**src/design/mrb_consts.svh**
```systemverilog
`ifndef MRB_CONSTS_SVH
`define MRB_CONSTS_SVH
// mode register addresses
`define MRB_MA_CAP        6'h00
`define MRB_MA_BURST      6'h01
`define MRB_MA_LAT        6'h02
`define MRB_MA_IOINV      6'h03
`define MRB_MA_REFTH      6'h04
`define MRB_MA_MAKER      6'h05
`define MRB_MA_REV1       6'h06
`define MRB_MA_REV2       6'h07
`define MRB_MA_WDT        6'h08
`define MRB_MA_VTEST      6'h09
`define MRB_MA_ZQRST      6'h0a
`define MRB_MA_TERM       6'h0b
`define MRB_MA_CAVREF     6'h0c
`define MRB_MA_FSP        6'h0d
`define MRB_MA_DQVREF     6'h0e
`define MRB_MA_LINV       6'h0f
`define MRB_MA_PBANK      6'h10
`define MRB_MA_PSEG       6'h11
`define MRB_MA_OSCLO      6'h12
`define MRB_MA_OSCHI      6'h13
`define MRB_MA_UINV       6'h14
`define MRB_MA_RSV21      6'h15
`define MRB_MA_TERMX      6'h16
`define MRB_MA_OSCRUN     6'h17
`define MRB_MA_RHAM       6'h18
`define MRB_MA_REPAIR     6'h19
`define MRB_MA_TEST30     6'h1e
`define MRB_MA_BVREF      6'h1f
`define MRB_MA_PATA       6'h20
`define MRB_MA_TEST39     6'h27
`define MRB_MA_PATB       6'h28
// writable-bit masks, zero marks reserved_future_use bits
`define MRB_WM_FULL       8'hff
`define MRB_WM_ZQRST      8'h01
`define MRB_WM_TERM       8'h77
`define MRB_WM_DQVREF     8'h7f
`define MRB_WM_BVREF      8'hc0
`define MRB_WM_REFTH      8'hf8
// field positions
`define MRB_BST_LSB       0
`define MRB_TD_LSB        6
// reset values
`define MRB_RST_ZERO      8'h00
`define MRB_RST_PATA      8'h5a
`define MRB_RST_PATB      8'h3c
`endif

```
**src/design/mrb_pkg.sv**
```systemverilog
package mrb_pkg;
  typedef enum logic [1:0] {
    MRB_BST_16, MRB_BST_32, MRB_BST_OTF, MRB_BST_RSVD
  } mrb_bst_e;
  typedef enum logic [1:0] {
    MRB_ACC_NONE, MRB_ACC_RO, MRB_ACC_WO, MRB_ACC_RW
  } mrb_acc_e;
  typedef logic [7:0] mrb_byte_t;
endpackage : mrb_pkg

```
**src/design/mrb_sync.sv**
```systemverilog
`timescale 1ns/1ps
// two-stage synchroniser for pin-side levels
module mrb_sync #(
  parameter int W = 1
) (
  input  wire logic         sys_clk_in,
  input  wire logic         rstn_in,
  input  wire logic         ce_in,
  input  wire logic [W-1:0] d_in,
  output logic      [W-1:0] q_out
);
  logic [W-1:0] s1_q, s1_d, s2_q, s2_d;
  // elaboration guard: a zero-width synchroniser makes no sense
  if (W < 1) begin : g_bad_width
    $error("mrb_sync width must be positive");
  end
  // stage one only feeds stage two
  always_comb begin
    s1_d = ce_in ? d_in : s1_q;
    s2_d = ce_in ? s1_q : s2_q;
  end
  always_ff @(posedge sys_clk_in) begin
    if (!rstn_in) begin
      s1_q <= '0;
      s2_q <= '0;
    end else begin
      s1_q <= s1_d;
      s2_q <= s2_d;
    end
  end
  assign q_out = s2_q;
endmodule : mrb_sync

```
**src/design/mrb_decode.sv**
```systemverilog
`timescale 1ns/1ps
`include "mrb_consts.svh"
// address classifier: access kind and writable-bit mask
module mrb_decode (
  input  wire logic [5:0]         addr_in,
  output mrb_pkg::mrb_acc_e       acc_out,
  output mrb_pkg::mrb_byte_t      wmask_out
);
  always_comb begin
    acc_out   = mrb_pkg::MRB_ACC_NONE;
    wmask_out = `MRB_WM_FULL;
    case (addr_in)
      `MRB_MA_CAP, `MRB_MA_MAKER, `MRB_MA_REV1, `MRB_MA_REV2,
      `MRB_MA_WDT, `MRB_MA_OSCLO, `MRB_MA_OSCHI,
      `MRB_MA_REPAIR:
        acc_out = mrb_pkg::MRB_ACC_RO;
      `MRB_MA_LINV, `MRB_MA_UINV, `MRB_MA_OSCRUN,
      `MRB_MA_PATA, `MRB_MA_PATB:
        acc_out = mrb_pkg::MRB_ACC_WO;
      `MRB_MA_ZQRST: begin
        acc_out   = mrb_pkg::MRB_ACC_WO;
        wmask_out = `MRB_WM_ZQRST;
      end
      `MRB_MA_BURST, `MRB_MA_LAT, `MRB_MA_IOINV, `MRB_MA_CAVREF,
      `MRB_MA_FSP, `MRB_MA_PBANK, `MRB_MA_PSEG, `MRB_MA_TERMX,
      `MRB_MA_RHAM:
        acc_out = mrb_pkg::MRB_ACC_RW;
      `MRB_MA_TERM: begin
        acc_out   = mrb_pkg::MRB_ACC_RW;
        wmask_out = `MRB_WM_TERM;
      end
      `MRB_MA_DQVREF: begin
        acc_out   = mrb_pkg::MRB_ACC_RW;
        wmask_out = `MRB_WM_DQVREF;
      end
      `MRB_MA_BVREF: begin
        acc_out   = mrb_pkg::MRB_ACC_RW;
        wmask_out = `MRB_WM_BVREF;
      end
      `MRB_MA_REFTH: begin
        acc_out   = mrb_pkg::MRB_ACC_RW;
        wmask_out = `MRB_WM_REFTH;
      end
      default: begin
        acc_out   = mrb_pkg::MRB_ACC_NONE;
        wmask_out = 8'h00;
      end
    endcase
  end
endmodule : mrb_decode

```
**src/design/mrb_bank.sv**
```systemverilog
`timescale 1ns/1ps
`include "mrb_consts.svh"
////////////////////////////////////////////////////////////////////////////
module mrb_bank (
  input  wire logic                sys_clk_in,
  input  wire logic                rstn_in,
  input  wire logic                ce_in,
  input  wire logic                mrw_in,
  input  wire logic                mrr_in,
  input  wire logic [5:0]          addr_in,
  input  wire logic [7:0]          op_in,
  input  wire logic [7:0]          status_in,
  output logic      [7:0]          rdata_out,
  output logic                     rvalid_out,
  output logic      [7:0]          lower_inv_mask_out,
  output logic      [7:0]          upper_inv_mask_out,
  output logic      [1:0]          byte_mode_term_disable_out,
  output mrb_pkg::mrb_bst_e        burst_length_field_out
);
  localparam int NREG = 64;
  // maker id byte, value arbitrary and neutral
  localparam logic [7:0] MAKER_ID = 8'h00;

  ////////////////////////////////////////////////////////////////////////////
  // status pins come from outside the clock domain
  logic [7:0] status_s;
  mrb_sync #(.W(8)) u_sync (
    .sys_clk_in (sys_clk_in),
    .rstn_in    (rstn_in),
    .ce_in      (ce_in),
    .d_in       (status_in),
    .q_out      (status_s)
  );

  mrb_pkg::mrb_acc_e  acc;
  mrb_pkg::mrb_byte_t wmask;
  mrb_decode u_dec (
    .addr_in   (addr_in),
    .acc_out   (acc),
    .wmask_out (wmask)
  );

  function automatic logic [7:0] rst_val(input logic [5:0] a);
    if (a == `MRB_MA_PATA)
      return `MRB_RST_PATA;
    else if (a == `MRB_MA_PATB)
      return `MRB_RST_PATB;
    else
      return `MRB_RST_ZERO;
  endfunction : rst_val

  ////////////////////////////////////////////////////////////////////////////
  // register storage, flip-flops indexed by address
  logic [7:0] mr_q [NREG];
  logic [7:0] mr_d [NREG];
  logic       wr_ok;
  // test-reserved addresses decode as none, so writes die here
  assign wr_ok = mrw_in && (acc == mrb_pkg::MRB_ACC_RW ||
                            acc == mrb_pkg::MRB_ACC_WO);

  always_comb begin
    for (int i = 0; i < NREG; i++) begin
      mr_d[i] = mr_q[i];
    end
    // read-only slots have no write path
    if (ce_in && wr_ok)
      mr_d[addr_in] = op_in & wmask;
  end

  always_ff @(posedge sys_clk_in) begin
    if (!rstn_in) begin
      for (int i = 0; i < NREG; i++) begin
        mr_q[i] <= rst_val(6'(i));
      end
    end else begin
      for (int i = 0; i < NREG; i++) begin
        mr_q[i] <= mr_d[i];
      end
    end
  end

  ////////////////////////////////////////////////////////////////////////////
  // read-only contents: status byte feeds the osc low byte only, ids arbitrary
  function automatic logic [7:0] ro_val(input logic [5:0] a,
                                        input logic [7:0] st);
    case (a)
      `MRB_MA_OSCLO: return st;
      `MRB_MA_MAKER: return MAKER_ID; // arbitrary id value
      default:       return 8'h00;
    endcase
  endfunction : ro_val

  logic [7:0] rdata_q, rdata_d;
  logic       rvalid_q, rvalid_d;
  // one-cycle read answer; write-only and unassigned give zero
  always_comb begin
    rdata_d  = rdata_q;
    rvalid_d = 1'b0;
    if (ce_in) begin
      rvalid_d = mrr_in;
      if (mrr_in) begin
        case (acc)
          mrb_pkg::MRB_ACC_RW: rdata_d = mr_q[addr_in];
          mrb_pkg::MRB_ACC_RO: rdata_d = ro_val(addr_in, status_s);
          mrb_pkg::MRB_ACC_WO: rdata_d = 8'h00;
          default:             rdata_d = 8'h00;
        endcase
      end
    end else begin
      rvalid_d = rvalid_q;
    end
  end

  always_ff @(posedge sys_clk_in) begin
    if (!rstn_in) begin
      rdata_q  <= 8'h00;
      rvalid_q <= 1'b0;
    end else begin
      rdata_q  <= rdata_d;
      rvalid_q <= rvalid_d;
    end
  end

  ////////////////////////////////////////////////////////////////////////////
  // field outputs are straight flops of the bank
  assign rdata_out          = rdata_q;
  assign rvalid_out         = rvalid_q;
  assign lower_inv_mask_out = mr_q[`MRB_MA_LINV];
  assign upper_inv_mask_out = mr_q[`MRB_MA_UINV];
  assign byte_mode_term_disable_out =
    mr_q[`MRB_MA_TERMX][`MRB_TD_LSB +: 2];
  assign burst_length_field_out =
    mrb_pkg::mrb_bst_e'(mr_q[`MRB_MA_BURST][`MRB_BST_LSB +: 2]);

  ////////////////////////////////////////////////////////////////////////////
  property p_ro_keep;
    @(posedge sys_clk_in) disable iff (!rstn_in)
    (ce_in && mrw_in && addr_in == `MRB_MA_CAP) |=>
      mr_q[`MRB_MA_CAP] == $past(mr_q[`MRB_MA_CAP]);
  endproperty
  a_ro_keep: assert property (p_ro_keep)
    else $error("read-only register changed");

  property p_wr_store;
    @(posedge sys_clk_in) disable iff (!rstn_in)
    (ce_in && mrw_in && addr_in == `MRB_MA_PBANK) |=>
      mr_q[`MRB_MA_PBANK] == $past(op_in);
  endproperty
  a_wr_store: assert property (p_wr_store)
    else $error("write operand not stored");

  property p_rd_answer;
    @(posedge sys_clk_in) disable iff (!rstn_in)
    (ce_in && mrr_in && addr_in == `MRB_MA_PSEG) |=>
      rvalid_out && rdata_out == $past(mr_q[`MRB_MA_PSEG]);
  endproperty
  a_rd_answer: assert property (p_rd_answer)
    else $error("read answer wrong");

  property p_wo_zero;
    @(posedge sys_clk_in) disable iff (!rstn_in)
    (ce_in && mrr_in && addr_in == `MRB_MA_LINV) |=> rdata_out == 8'h00;
  endproperty
  a_wo_zero: assert property (p_wo_zero)
    else $error("write-only register read back");

  property p_rw_round;
    @(posedge sys_clk_in) disable iff (!rstn_in)
    (ce_in && mrw_in && addr_in == `MRB_MA_PSEG) ##1
    (ce_in && mrr_in && !mrw_in && addr_in == `MRB_MA_PSEG) |=>
      rdata_out == $past(op_in, 2);
  endproperty
  a_rw_round: assert property (p_rw_round)
    else $error("read/write round trip failed");

  property p_test_ign;
    @(posedge sys_clk_in) disable iff (!rstn_in)
    (ce_in && mrr_in && addr_in == `MRB_MA_TEST39) |=> rdata_out == 8'h00;
  endproperty
  a_test_ign: assert property (p_test_ign)
    else $error("test register not ignored");

  property p_linv;
    @(posedge sys_clk_in) disable iff (!rstn_in)
    (ce_in && mrw_in && addr_in == `MRB_MA_LINV) |=>
      lower_inv_mask_out == $past(op_in);
  endproperty
  a_linv: assert property (p_linv)
    else $error("lower invert mask not updated");

  property p_tdis;
    @(posedge sys_clk_in) disable iff (!rstn_in)
    (ce_in && mrw_in && addr_in == `MRB_MA_TERMX) |=>
      byte_mode_term_disable_out == $past(op_in[7:6]);
  endproperty
  a_tdis: assert property (p_tdis)
    else $error("termination disable field wrong");

  property p_bst_len;
    @(posedge sys_clk_in) disable iff (!rstn_in)
    (ce_in && mrw_in && addr_in == `MRB_MA_BURST) |=>
      burst_length_field_out == mrb_pkg::mrb_bst_e'($past(op_in[1:0]));
  endproperty
  a_bst_len: assert property (p_bst_len)
    else $error("burst length field wrong");

  property p_rfu;
    @(posedge sys_clk_in) disable iff (!rstn_in)
    (ce_in && mrw_in && addr_in == `MRB_MA_BVREF) |=>
      mr_q[`MRB_MA_BVREF][5:0] == 6'h00;
  endproperty
  a_rfu: assert property (p_rfu)
    else $error("reserved bits stored");

  // answer strobe is a single-cycle pulse
  property p_rvalid_drop;
    @(posedge sys_clk_in) disable iff (!rstn_in)
    (ce_in && !mrr_in) |=> !rvalid_out;
  endproperty
  a_rvalid_drop: assert property (p_rvalid_drop)
    else $error("read valid stayed high");

  property p_rdata_hold;
    @(posedge sys_clk_in) disable iff (!rstn_in)
    (ce_in && !mrr_in) |=> $stable(rdata_out);
  endproperty
  a_rdata_hold: assert property (p_rdata_hold)
    else $error("read data moved without a read");

  // enable low must freeze read data, read valid and both invert masks
  property p_freeze;
    @(posedge sys_clk_in) disable iff (!rstn_in)
    !ce_in |=> $stable(rdata_out) && $stable(rvalid_out) &&
      $stable(lower_inv_mask_out) && $stable(upper_inv_mask_out);
  endproperty
  a_freeze: assert property (p_freeze)
    else $error("state moved with clock enable low");

  property p_test30_wr;
    @(posedge sys_clk_in) disable iff (!rstn_in)
    (ce_in && mrw_in && addr_in == `MRB_MA_TEST30) |=>
      mr_q[`MRB_MA_TEST30] == $past(mr_q[`MRB_MA_TEST30]);
  endproperty
  a_test30_wr: assert property (p_test30_wr)
    else $error("test register took a write");

  property p_status_rd;
    @(posedge sys_clk_in) disable iff (!rstn_in)
    (ce_in && mrr_in && addr_in == `MRB_MA_OSCLO) |=>
      rdata_out == $past(status_s);
  endproperty
  a_status_rd: assert property (p_status_rd)
    else $error("status byte not returned");

  property p_wo_store;
    @(posedge sys_clk_in) disable iff (!rstn_in)
    (ce_in && mrw_in && addr_in == `MRB_MA_PATA) |=>
      mr_q[`MRB_MA_PATA] == $past(op_in);
  endproperty
  a_wo_store: assert property (p_wo_store)
    else $error("write-only register not stored");

  property p_term_rfu;
    @(posedge sys_clk_in) disable iff (!rstn_in)
    (ce_in && mrr_in && addr_in == `MRB_MA_TERM) |=>
      (rdata_out & ~`MRB_WM_TERM) == 8'h00;
  endproperty
  a_term_rfu: assert property (p_term_rfu)
    else $error("reserved termination bits read back");

  property p_unassigned;
    @(posedge sys_clk_in) disable iff (!rstn_in)
    (ce_in && mrr_in && addr_in == `MRB_MA_RSV21) |=> rdata_out == 8'h00;
  endproperty
  a_unassigned: assert property (p_unassigned)
    else $error("unassigned address read nonzero");

  property p_upper;
    @(posedge sys_clk_in) disable iff (!rstn_in)
    (ce_in && mrw_in && addr_in == `MRB_MA_UINV) |=>
      upper_inv_mask_out == $past(op_in);
  endproperty
  a_upper: assert property (p_upper)
    else $error("upper invert mask not updated");

  property p_zq_mask;
    @(posedge sys_clk_in) disable iff (!rstn_in)
    (ce_in && mrw_in && addr_in == `MRB_MA_ZQRST) |=>
      mr_q[`MRB_MA_ZQRST][7:1] == 7'h00;
  endproperty
  a_zq_mask: assert property (p_zq_mask)
    else $error("reserved calibration reset bits stored");
endmodule : mrb_bank

```
**config.mk**
```make
export PLATFORM = sky130hd
export DESIGN_NAME = mrb_bank
export DESIGN_NICKNAME = d
export VERILOG_FILES = /design/src/design/mrb_pkg.sv /design/src/design/mrb_sync.sv /design/src/design/mrb_decode.sv /design/src/design/mrb_bank.sv
export VERILOG_INCLUDE_DIRS = /design/src /design/src/design
export SDC_FILE = /design/constraint.sdc
export NUM_CORES = 1
export LEC_CHECK = 0
export BUFFER_PORTS_ARGS = -buffer_cell sky130_fd_sc_hd__buf_2
export CAP_MARGIN = 40
export CORE_MARGIN = 8
export CORE_UTILIZATION = 45
export CTS_CLUSTER_SIZE = 16
export DETAILED_ROUTE_END_ITERATION = 8
export GPL_ROUTABILITY_DRIVEN = 0
export PLACE_DENSITY = 0.58
export SLEW_MARGIN = 40
export SYNTH_ARGS = -nofsm -noshare
export SYNTH_HDL_FRONTEND = slang
export SYNTH_SLANG_ARGS = --single-unit
```
**constraint.sdc**
```tcl
create_clock -name sys_clk_in -period 3.2 [get_ports sys_clk_in]
set_clock_uncertainty 0.2 [all_clocks]
set_input_delay 0.16 -clock sys_clk_in [delete_from_list [all_inputs] [get_ports sys_clk_in]]
set_output_delay 0.16 -clock sys_clk_in [all_outputs]
set_load 0.01 [all_outputs]
```
Yosys cells after proc, flatten, opt, wreduce, memory -nomap -nowiden:

Memories as Yosys holds them, arrays and structs flattened.
Index checks and enable logic that the tools add are counted.

* $lt $le $gt $ge: 2
* equality and inequality tests: 29
* mux-type cells: 77
* bitwise operators: 66
* reductions and logical operators: 10

Operators with widths (count)
* $mux 8: 69
* $bwmux 512: 1
* $mux 512: 1
* $or 1x1->1: 64
* $eq 6x5->1 const B: 10
* $demux 8 s6: 1
* $pmux 8 s6: 1
* $eq 6x4->1 const B: 7
* $eq 6x3->1 const B: 4
* $reduce_or 22->1: 1
* $pmux 8 s2: 1
* $reduce_or 13->1: 1
* $eq 6x2->1 const B: 2
* $eq 6x6->1 const B: 2
* $and 8x8->8: 1
* $reduce_or 8->1: 1
* $ge 7x7->1 const B: 1
* $lt 7x1->1 const B: 1
* $not 6->7: 1
* $eq 6x1->1 const B: 1
* $logic_not 6->1: 1
* $pmux 2 s3: 1
* $reduce_or 6->1: 1
* $eq 2x2->1 const B: 2
* other kinds (5): 8

* bits in registers: 25
* memory bits (writable): 512
* output and inout bits: 29
* logic and storage cells: 189
* memories kept: 1

Memory list
* mr_q: words 64, bits a word 8, rd ports 65, clocked after memory_dff 0, write ports 64, RTL line mrb_bank.sv:54 `logic [7:0] mr_q [NREG];`

Depth between registers and ports, before layout:

Gate-level depths: netlist (run 1).

* depth after elaboration: 9
* mapped depth: 8
* mapped depth without buffers: 5

Modules after synthesis:

A second synthesis (run 1) with hierarchy kept.

* cells, all modules: 2733
* area total of the unflattened synthesis: 25798.5 um2

By module, submodules not included
* mrb_bank: times used 1, cells an instance 2615, area each 24735.0 um2
* mrb_sync: times used 1, cells an instance 51, area each 615.6 um2
* mrb_decode: times used 1, cells an instance 67, area each 447.9 um2

Least setup slack after synthesis (run 1):

Ideal clock, no wire load.

* kind: in2reg
* start point: in addr_in[1]
* end point: mem mr_q[11][3]
* library setup time: 0.116 ns
* data arrival time: 1.406 ns
* data required time: 2.884 ns
* slack: 1.478 ns
* stages: 6
* cells stage by stage: buf_6 -> and2_2 -> nand3_2 -> or4_1 -> buf_2 -> and3_1

RTL lines
* start, declared: RTL line mrb_bank.sv:10 `input wire logic [5:0] addr_in,`
* end, declared: RTL line mrb_bank.sv:54

==> impl_metrics.csv, run 1 <==
group,metric,value,unit
timing,fin_crit_sh,62.8,%
timing,tns,0,ns
timing,rsz0062_at_grt,"no",
timing,holdWs,0.0555,ns
detailed_routing,vias,8426,
global_routing,grt-ovfl-total,0,
clock_network,cts_setup_buffers,0,
global_routing,grt_max_degree,114,
clock_network,cts-buffers-inserted,30,
yosys,synth.avg_cell_area,10.3,sq um
global_routing,grt_pass1_wl,50400,um
place,io_buffer_count,55,
floorplanning,std_cell_rows,60,
detailed_routing,first_pass_iters,5,
yosys,netlist_instances,1163,
yosys,syn-num-nets,1190,
critical_path,worstPathCellList,"buf_4 > and2_2 > nand3_2 > or4_1 > and3_1",
critical_path,setup.worst_path.class,"in -> reg",
timing,period_needed,2.01,ns
min_path,hp-start,"mrw_in",
timing,max_freq,498,MHz
final_layout,fill_cells,2412,
critical_path,cp_slowest_cell,"or4_1",
final_layout,areaGrowthSynthToFinish,13.6,%
detailed_routing,routedWlPerCell,20.7,um
floorplanning,start_util,45.2,%
final_layout,drive_gt1_share,17.2,%
critical_path,rr_endpoint,"rdata_out[0]",
detailed_routing,drc_errors,0,
clock_network,cts_max_path_buffers,3,
yosys,yosysSeqAreaShare,46.8,%
detailed_routing,wl,32400,um
floorplanning,die_w,179,um
timing,hold_viol,0,
clock_network,clkLatencyLatePin,0.55,ns
yosys,syn_area,0.0120,sq mm
place,hpwlAfterDp,21400,um
floorplanning,core_region_area,0.0266,sq mm
yosys,synth_seq_cells,281,
yosys,synth.top_cell.area_share,46.8,%
yosys,synthTopCellsByArea,"dfxtp_1, mux4_2, and2_1",
final_layout,fin_util,51.4,%
final_layout,fin_area,0.0137,sq mm
power_and_ir_drop,p_leak,5.11,nW
yosys,synth-main-ff-cell,"dfxtp_1",
critical_path,setup.worst_path.end_class,"register",
final_layout,final_nets,1228,
critical_path,rr_startpoint,"mr_q[5][0]",
floorplanning,fp.dieArea,0.0322,sq mm
yosys,yosysTopAreaCell,"dfxtp_1",
critical_path,cpPeakStageDelay,0.74,ns
clock_network,cts_root_buffer,"clkbuf_16",
clock_network,tritoncts,"built",
critical_path,crit_arrival,2.25,ns
clock_network,cts.sinks,281,
yosys,yosysWarnings,0,
yosys,ys_types,76,
timing,max-slew-margin-rel,54.8,%
power_and_ir_drop,power.total,0.00752,W
global_routing,grt_pass1_vias,8289,
detailed_routing,drt_iter0_markers,635,
outcome,status,"finished, final reports clean",
critical_path,path_max_fanout,41,
yosys,synth_edf_count,0,
final_layout,n_antenna_cell,0,
critical_path,reg2reg_depth,4,
global_routing,antenna_found_initial,0,
power_and_ir_drop,power_density,551,mW/mm^2
min_path,hold_depth,5,
timing,worst_pin_slew,0.679,ns
timing,finalSetupViolCount,0,
floorplanning,die_height,179,um
floorplanning,pin_count,56,
clock_network,cts.clk_slew.worst_paths,0.06,ns
critical_path,ff2ff_setup_slack,1.26,ns
run,max-cap-violations,0,
timing,slew_viol_final,0,
detailed_routing,vias_per_cell,5.39,
power_and_ir_drop,peakVddDrop,300,uV
place,place_area,0.0124,sq mm
detailed_routing,ant_nets,0,
yosys,async_reset_ff_share,0,%
clock_network,htreeDepth,1,
global_routing,grt_usage,19.5,%
critical_path,worstPathRequired,3.44,ns
min_path,holdCritPathClass,"in -> reg",
min_path,hold_end,"mr_q[14][7]",
critical_path,start_kind,"input pin",
state kept, by name, summed over array words and instances (netlist names):
name,count
mr_q,256
rdata_out,8
rvalid_out,1
u_sync.s1_q,8
u_sync.q_out,8
cell families after synthesis:
family,share of synthesized area (%)
and+or+nand+nor,22.5
DFF,46.8
AOI/OAI and AO/OA,10.6
muxes,15.5
buffers and inverters,4.58
xor gates and xnor gates,0.0729
critical path, delay by kind of cell:
family | cells | cell delay, ns
buffers and inverters | 1 | 0.51
and+or+nand+nor | 4 | 1.55
power breakdown:
part           total [W]  switching (W)  leakage (nW)  internal (W)
logic           0.000459       0.000292          2.34      0.000167
registers        0.00352     0.00000951          2.26       0.00351
clock network    0.00354        0.00136         0.502       0.00218
total            0.00752        0.00166          5.11       0.00586
metal layers:
| layer | vias up | GRT usage (%) | part of all wire [%] |
|---|---|---|---|
| li1 | 4117 | - | - |
| met1 | 4061 | 27.6 | 48 |
| met2 | 208 | 30.3 | 45 |
| met3 | 40 | 3.67 | 5.6 |
| met4 | 0 | 5.07 | 1.9 |
| met5 | - | 0 | 0 |
final cells by class:
class / count / area, sq um / share of cell area, %
multi-input cells: 782 / 5840 / 42.8
repair buffers: 103 / 734 / 5.38
well taps: 341 / 427 / 3.12
flip-flops and latches: 281 / 5630 / 41.2
clock buffers: 46 / 912 / 6.68
clock inverters: 6 / 105 / 0.770
inverters: 3 / 11.3 / 0.0825
cell usage in the layout (no fill, tap or decap), types with 4 or more instances in the layout:
master / synthesis / final
a22o_1: 6 / 6
o41ai_1: 4 / 4
dlygate4sd3_1: 0 / 25
o21ai_0: 14 / 14
a21boi_1: 15 / 15
buf_4: 19 / 23
nor3_1: 15 / 15
and3_1: 12 / 12
o22ai_1: 5 / 5
buf_2: 15 / 52
a21boi_0: 78 / 78
mux2i_1: 40 / 40
nor2_1: 29 / 29
a21oi_1: 5 / 5
nand3_1: 46 / 46
nor2b_1: 34 / 34
mux2_2: 4 / 4
clkbuf_8: 0 / 8
dfxtp_1: 281 / 281
mux4_2: 51 / 51
nand2b_1: 12 / 12
nand2_1: 190 / 190
o221ai_1: 5 / 5
and2_1: 134 / 134
clkbuf_1: 52 / 7
or2_2: 5 / 5
clkbuf_16: 0 / 31
mux4_1: 10 / 10
Yosys cell counts (all sizes together) (4+ instances only):
library cell / number
nand2: 191
nand2b: 14
mux2i: 40
and3: 12
a22o: 6
o221ai: 5
a21oi: 5
o21ai: 17
dfxtp: 281
nand3: 47
and2: 135
o22ai: 6
buf: 45
or2: 6
nor3: 16
mux2: 4
nor2: 34
nor2b: 34
mux4: 61
clkbuf: 52
o41ai: 4
a21boi: 93
nor4: 8
worst max path at each step:
stage | to | slack, ns | start
after floorplan | mr_q[11][3] | 1.48 | addr_in[1]
after global placement | mr_q[11][3] | 0.64 | addr_in[1]
after detailed placement | mr_q[11][7] | 0.63 | addr_in[1]
after CTS | mr_q[11][7] | 1.21 | addr_in[1]
after global routing | mr_q[11][2] | 1.09 | addr_in[1]
final | mr_q[11][7] | 1.19 | addr_in[1]
per-stage QoR:
| step | instances | setup slack, ns |
|---|---|---|
| 6_report | 1562 | 1.19 |
| 5_1_grt | 1562 | 1.09 |
| 4_1_cts | 1562 | 1.21 |
| 3_5_place_dp | 1485 | 0.633 |
| 3_3_place_gp | 1485 | 0.644 |
| 2_1_floorplan | 1163 | 1.48 |
timing repair:
action | in CTS | in global routing
endpoints found under the hold margin | 161 | 0
gates resized for setup | 0 | 0
hold buffers | 25 | 0
(Power assumes the default switching activity.)
==> run 2, diff against run 1 <==
ABC_AREA = 1   (was unset)
clock period = 2.03 ns   (was 3.2 ns; I/O delays follow)
==> impl_metrics.csv, run 2 <==
group,metric,value,unit
floorplanning,die_w,231,um
critical_path,cp_slowest_cell,"dlygate4sd3_1",
power_and_ir_drop,peakVddDrop,683,uV
floorplanning,pin_count,56,
timing,max_freq,517,MHz
timing,hold_viol,0,
yosys,synth.avg_cell_area,7.29,sq um
yosys,syn_area,0.0208,sq mm
yosys,netlist_instances,2847,
final_layout,regMostFlops,"mr_q",
yosys,synthTopCellsByCount,"nand2_1, dfxtp_1, inv_1",
global_routing,antenna_found_initial,1,
yosys,synth.top_cell.area_share,51.8,%
detailed_routing,routedWlPerCell,16.1,um
clock_network,cts_setup_buffers,0,
yosys,yosysSeqAreaShare,51.8,%
timing,max-slew-margin-rel,62.7,%
global_routing,grt_max_degree,86,
detailed_routing,vias,18100,
global_routing,grt_usage,21.8,%
clock_network,cts-buffers-inserted,54,
critical_path,crit_arrival,2.27,ns
global_routing,grt_pass1_wl,93700,um
yosys,yosysWarnings,0,
timing,holdWs,0.0515,ns
floorplanning,std_cell_rows,78,
critical_path,critPathMostFrequentCell,"dlygate4sd3_1",
final_layout,areaGrowthSynthToFinish,20.1,%
final_layout,final_cell_mix,"nand2_1, dfxtp_1, inv_1, nor2_1, o22ai_1",
detailed_routing,vias_per_cell,4.97,
floorplanning,core_region_area,0.0455,sq mm
outcome,status,"finished, final reports clean",
yosys,synth_seq_cells,537,
yosys,async_reset_ff_share,0,%
clock_network,cts.sinks,537,
timing,worst_pin_slew,0.560,ns
yosys,synthTopCellsByArea,"dfxtp_1, nand2_1, inv_1",
global_routing,grt-ovfl-total,0,
place,io_buffer_count,55,
detailed_routing,first_pass_iters,7,
final_layout,fill_cells,4389,
yosys,ys_types,35,
detailed_routing,drt_iter0_markers,1492,
timing,rsz0062_at_grt,"yes",
yosys,syn-num-nets,2874,
final_layout,drive_gt1_share,13.3,%
global_routing,grt_pass1_vias,17400,
timing,finalSetupViolCount,0,
min_path,holdCritPathClass,"in -> reg",
critical_path,start_kind,"input pin",
clock_network,tritoncts,"built",
detailed_routing,drc_errors,0,
timing,period_needed,1.93,ns
critical_path,worstPathRequired,2.37,ns
timing,tns,0,ns
clock_network,cts_root_buffer,"clkbuf_16",
power_and_ir_drop,power_density,884,mW/mm^2
clock_network,cts.clk_slew.worst_paths,0.06,ns
yosys,synth_edf_count,0,
critical_path,worstPathCellList,"dlygate4sd3_1 > buf_8 > buf_12 > o21ai_0 > nor2_1 > dlygate4sd3_1",
yosys,yosys.cell_count.top_type,"nand2_1",
critical_path,cpPeakStageDelay,0.57,ns
final_layout,largest_reg_flops,512,
critical_path,setup.worst_path.end_class,"register",
timing,fin_crit_sh,95.3,%
place,hpwlAfterDp,39200,um
yosys,synth-main-ff-cell,"dfxtp_1",
run,max-cap-violations,0,
detailed_routing,wl,58900,um
final_layout,final_nets,3038,
floorplanning,fp.dieArea,0.0532,sq mm
power_and_ir_drop,p_leak,13.3,nW
final_layout,final_common_cell,"nand2_1",
floorplanning,start_util,45.6,%
clock_network,htreeDepth,2,
yosys,yosysTopAreaCell,"dfxtp_1",
floorplanning,die_height,231,um
clock_network,clkLatencyLatePin,0.60,ns
detailed_routing,ant_nets,0,
critical_path,path_max_fanout,85,
critical_path,setup.worst_path.class,"in -> reg",
timing,slew_viol_final,0,
clock_network,cts_max_path_buffers,3,
-- run 2: cell count changes after synthesis, moves of 64 or more --
cell      change
dfxtp_1     +256
o21ai_0     +148
a21oi_1      +98
and2_1      -128
nand2_1     +644
a21boi_0     -78
clkbuf_1     +64
inv_1       +445
nor2_1      +246
o22ai_1     +187
-- run 2: logic make-up after synthesis --
family | synth area share (%)
simple gates | 23.2
compound gates | 13.2
flops | 51.8
buf+inv | 11.7
-- run 2: worst paths after layout --
path,start,end,slack (ns),cells after the start
setup / recovery,rstn_in,u_sync.s1_q[4],0.1,6
setup reg to reg,mr_q[32][0],rdata_out[0],0.17,14
hold / removal,addr_in[3],mr_q[40][4],0.05,5
hold reg to reg,mr_q[43][1],mr_q[43][1],0.22,2
-- run 2: what timing repair did --
item	CTS	global route
gates resized for setup	1	14
pin swaps	0	2
hold buffers	28	0
endpoints found under the hold margin	514	0
endpoints found under the setup margin	1	8
cloned	0	0
-- run 2: layout make-up --
| cell class | count | area [sq um] | share of cell area (%) |
|---|---|---|---|
| Timing Repair Buffer | 262 | 2320 | 9.30 |
| Antenna cell | 1 | 2.50 | 0.0100 |
| Inverter | 473 | 1790 | 7.18 |
| Multi-Input combinational cell | 1683 | 7610 | 30.5 |
| Sequential cell | 537 | 10800 | 43.2 |
| Clock inverter | 19 | 109 | 0.437 |
| Clock buffer | 76 | 1580 | 6.36 |
| Tap cell | 600 | 751 | 3.01 |
-- run 2: critical path, delay by kind of cell --
family | cells | cell delay [ns]
compound gates | 1 | 0.17
simple gates | 1 | 0.14
buf+inv | 4 | 1.84
-- run 2: per-stage QoR --
step / setup WS (ns) / cells / utilization [%] / area, sq um / total power (W)
after global routing: -0.00904 / 3650 / 54.8 / 24900 / 0.0229
after global placement: -0.514 / 3527 / 50.4 / 22900 / 0.0127
after detailed placement: -0.537 / 3527 / 50.4 / 22900 / 0.0127
final: 0.0959 / 3651 / 54.8 / 24900 / 0.0220
after CTS: 0.0119 / 3650 / 54.7 / 24900 / 0.0222
after floorplan: 0.0360 / 2847 / - / 20800 / 0.0118
-- run 2: metal layers --
layer,part of all wire [%],vias up,track usage [%]
li1,-,9091,-
met1,46,8377,29.8
met2,43,560,33.9
met3,7.5,111,4.38
met4,3.1,0,7.84
met5,0,-,0
-- run 2: power breakdown --
group | internal, W | switching [W] | total, W
Combinational | 0.000686 | 0.00122 | 0.00191
Sequential | 0.0106 | 0.0000242 | 0.0106
Clock | 0.00540 | 0.00412 | 0.00952
Total | 0.0167 | 0.00537 | 0.0220
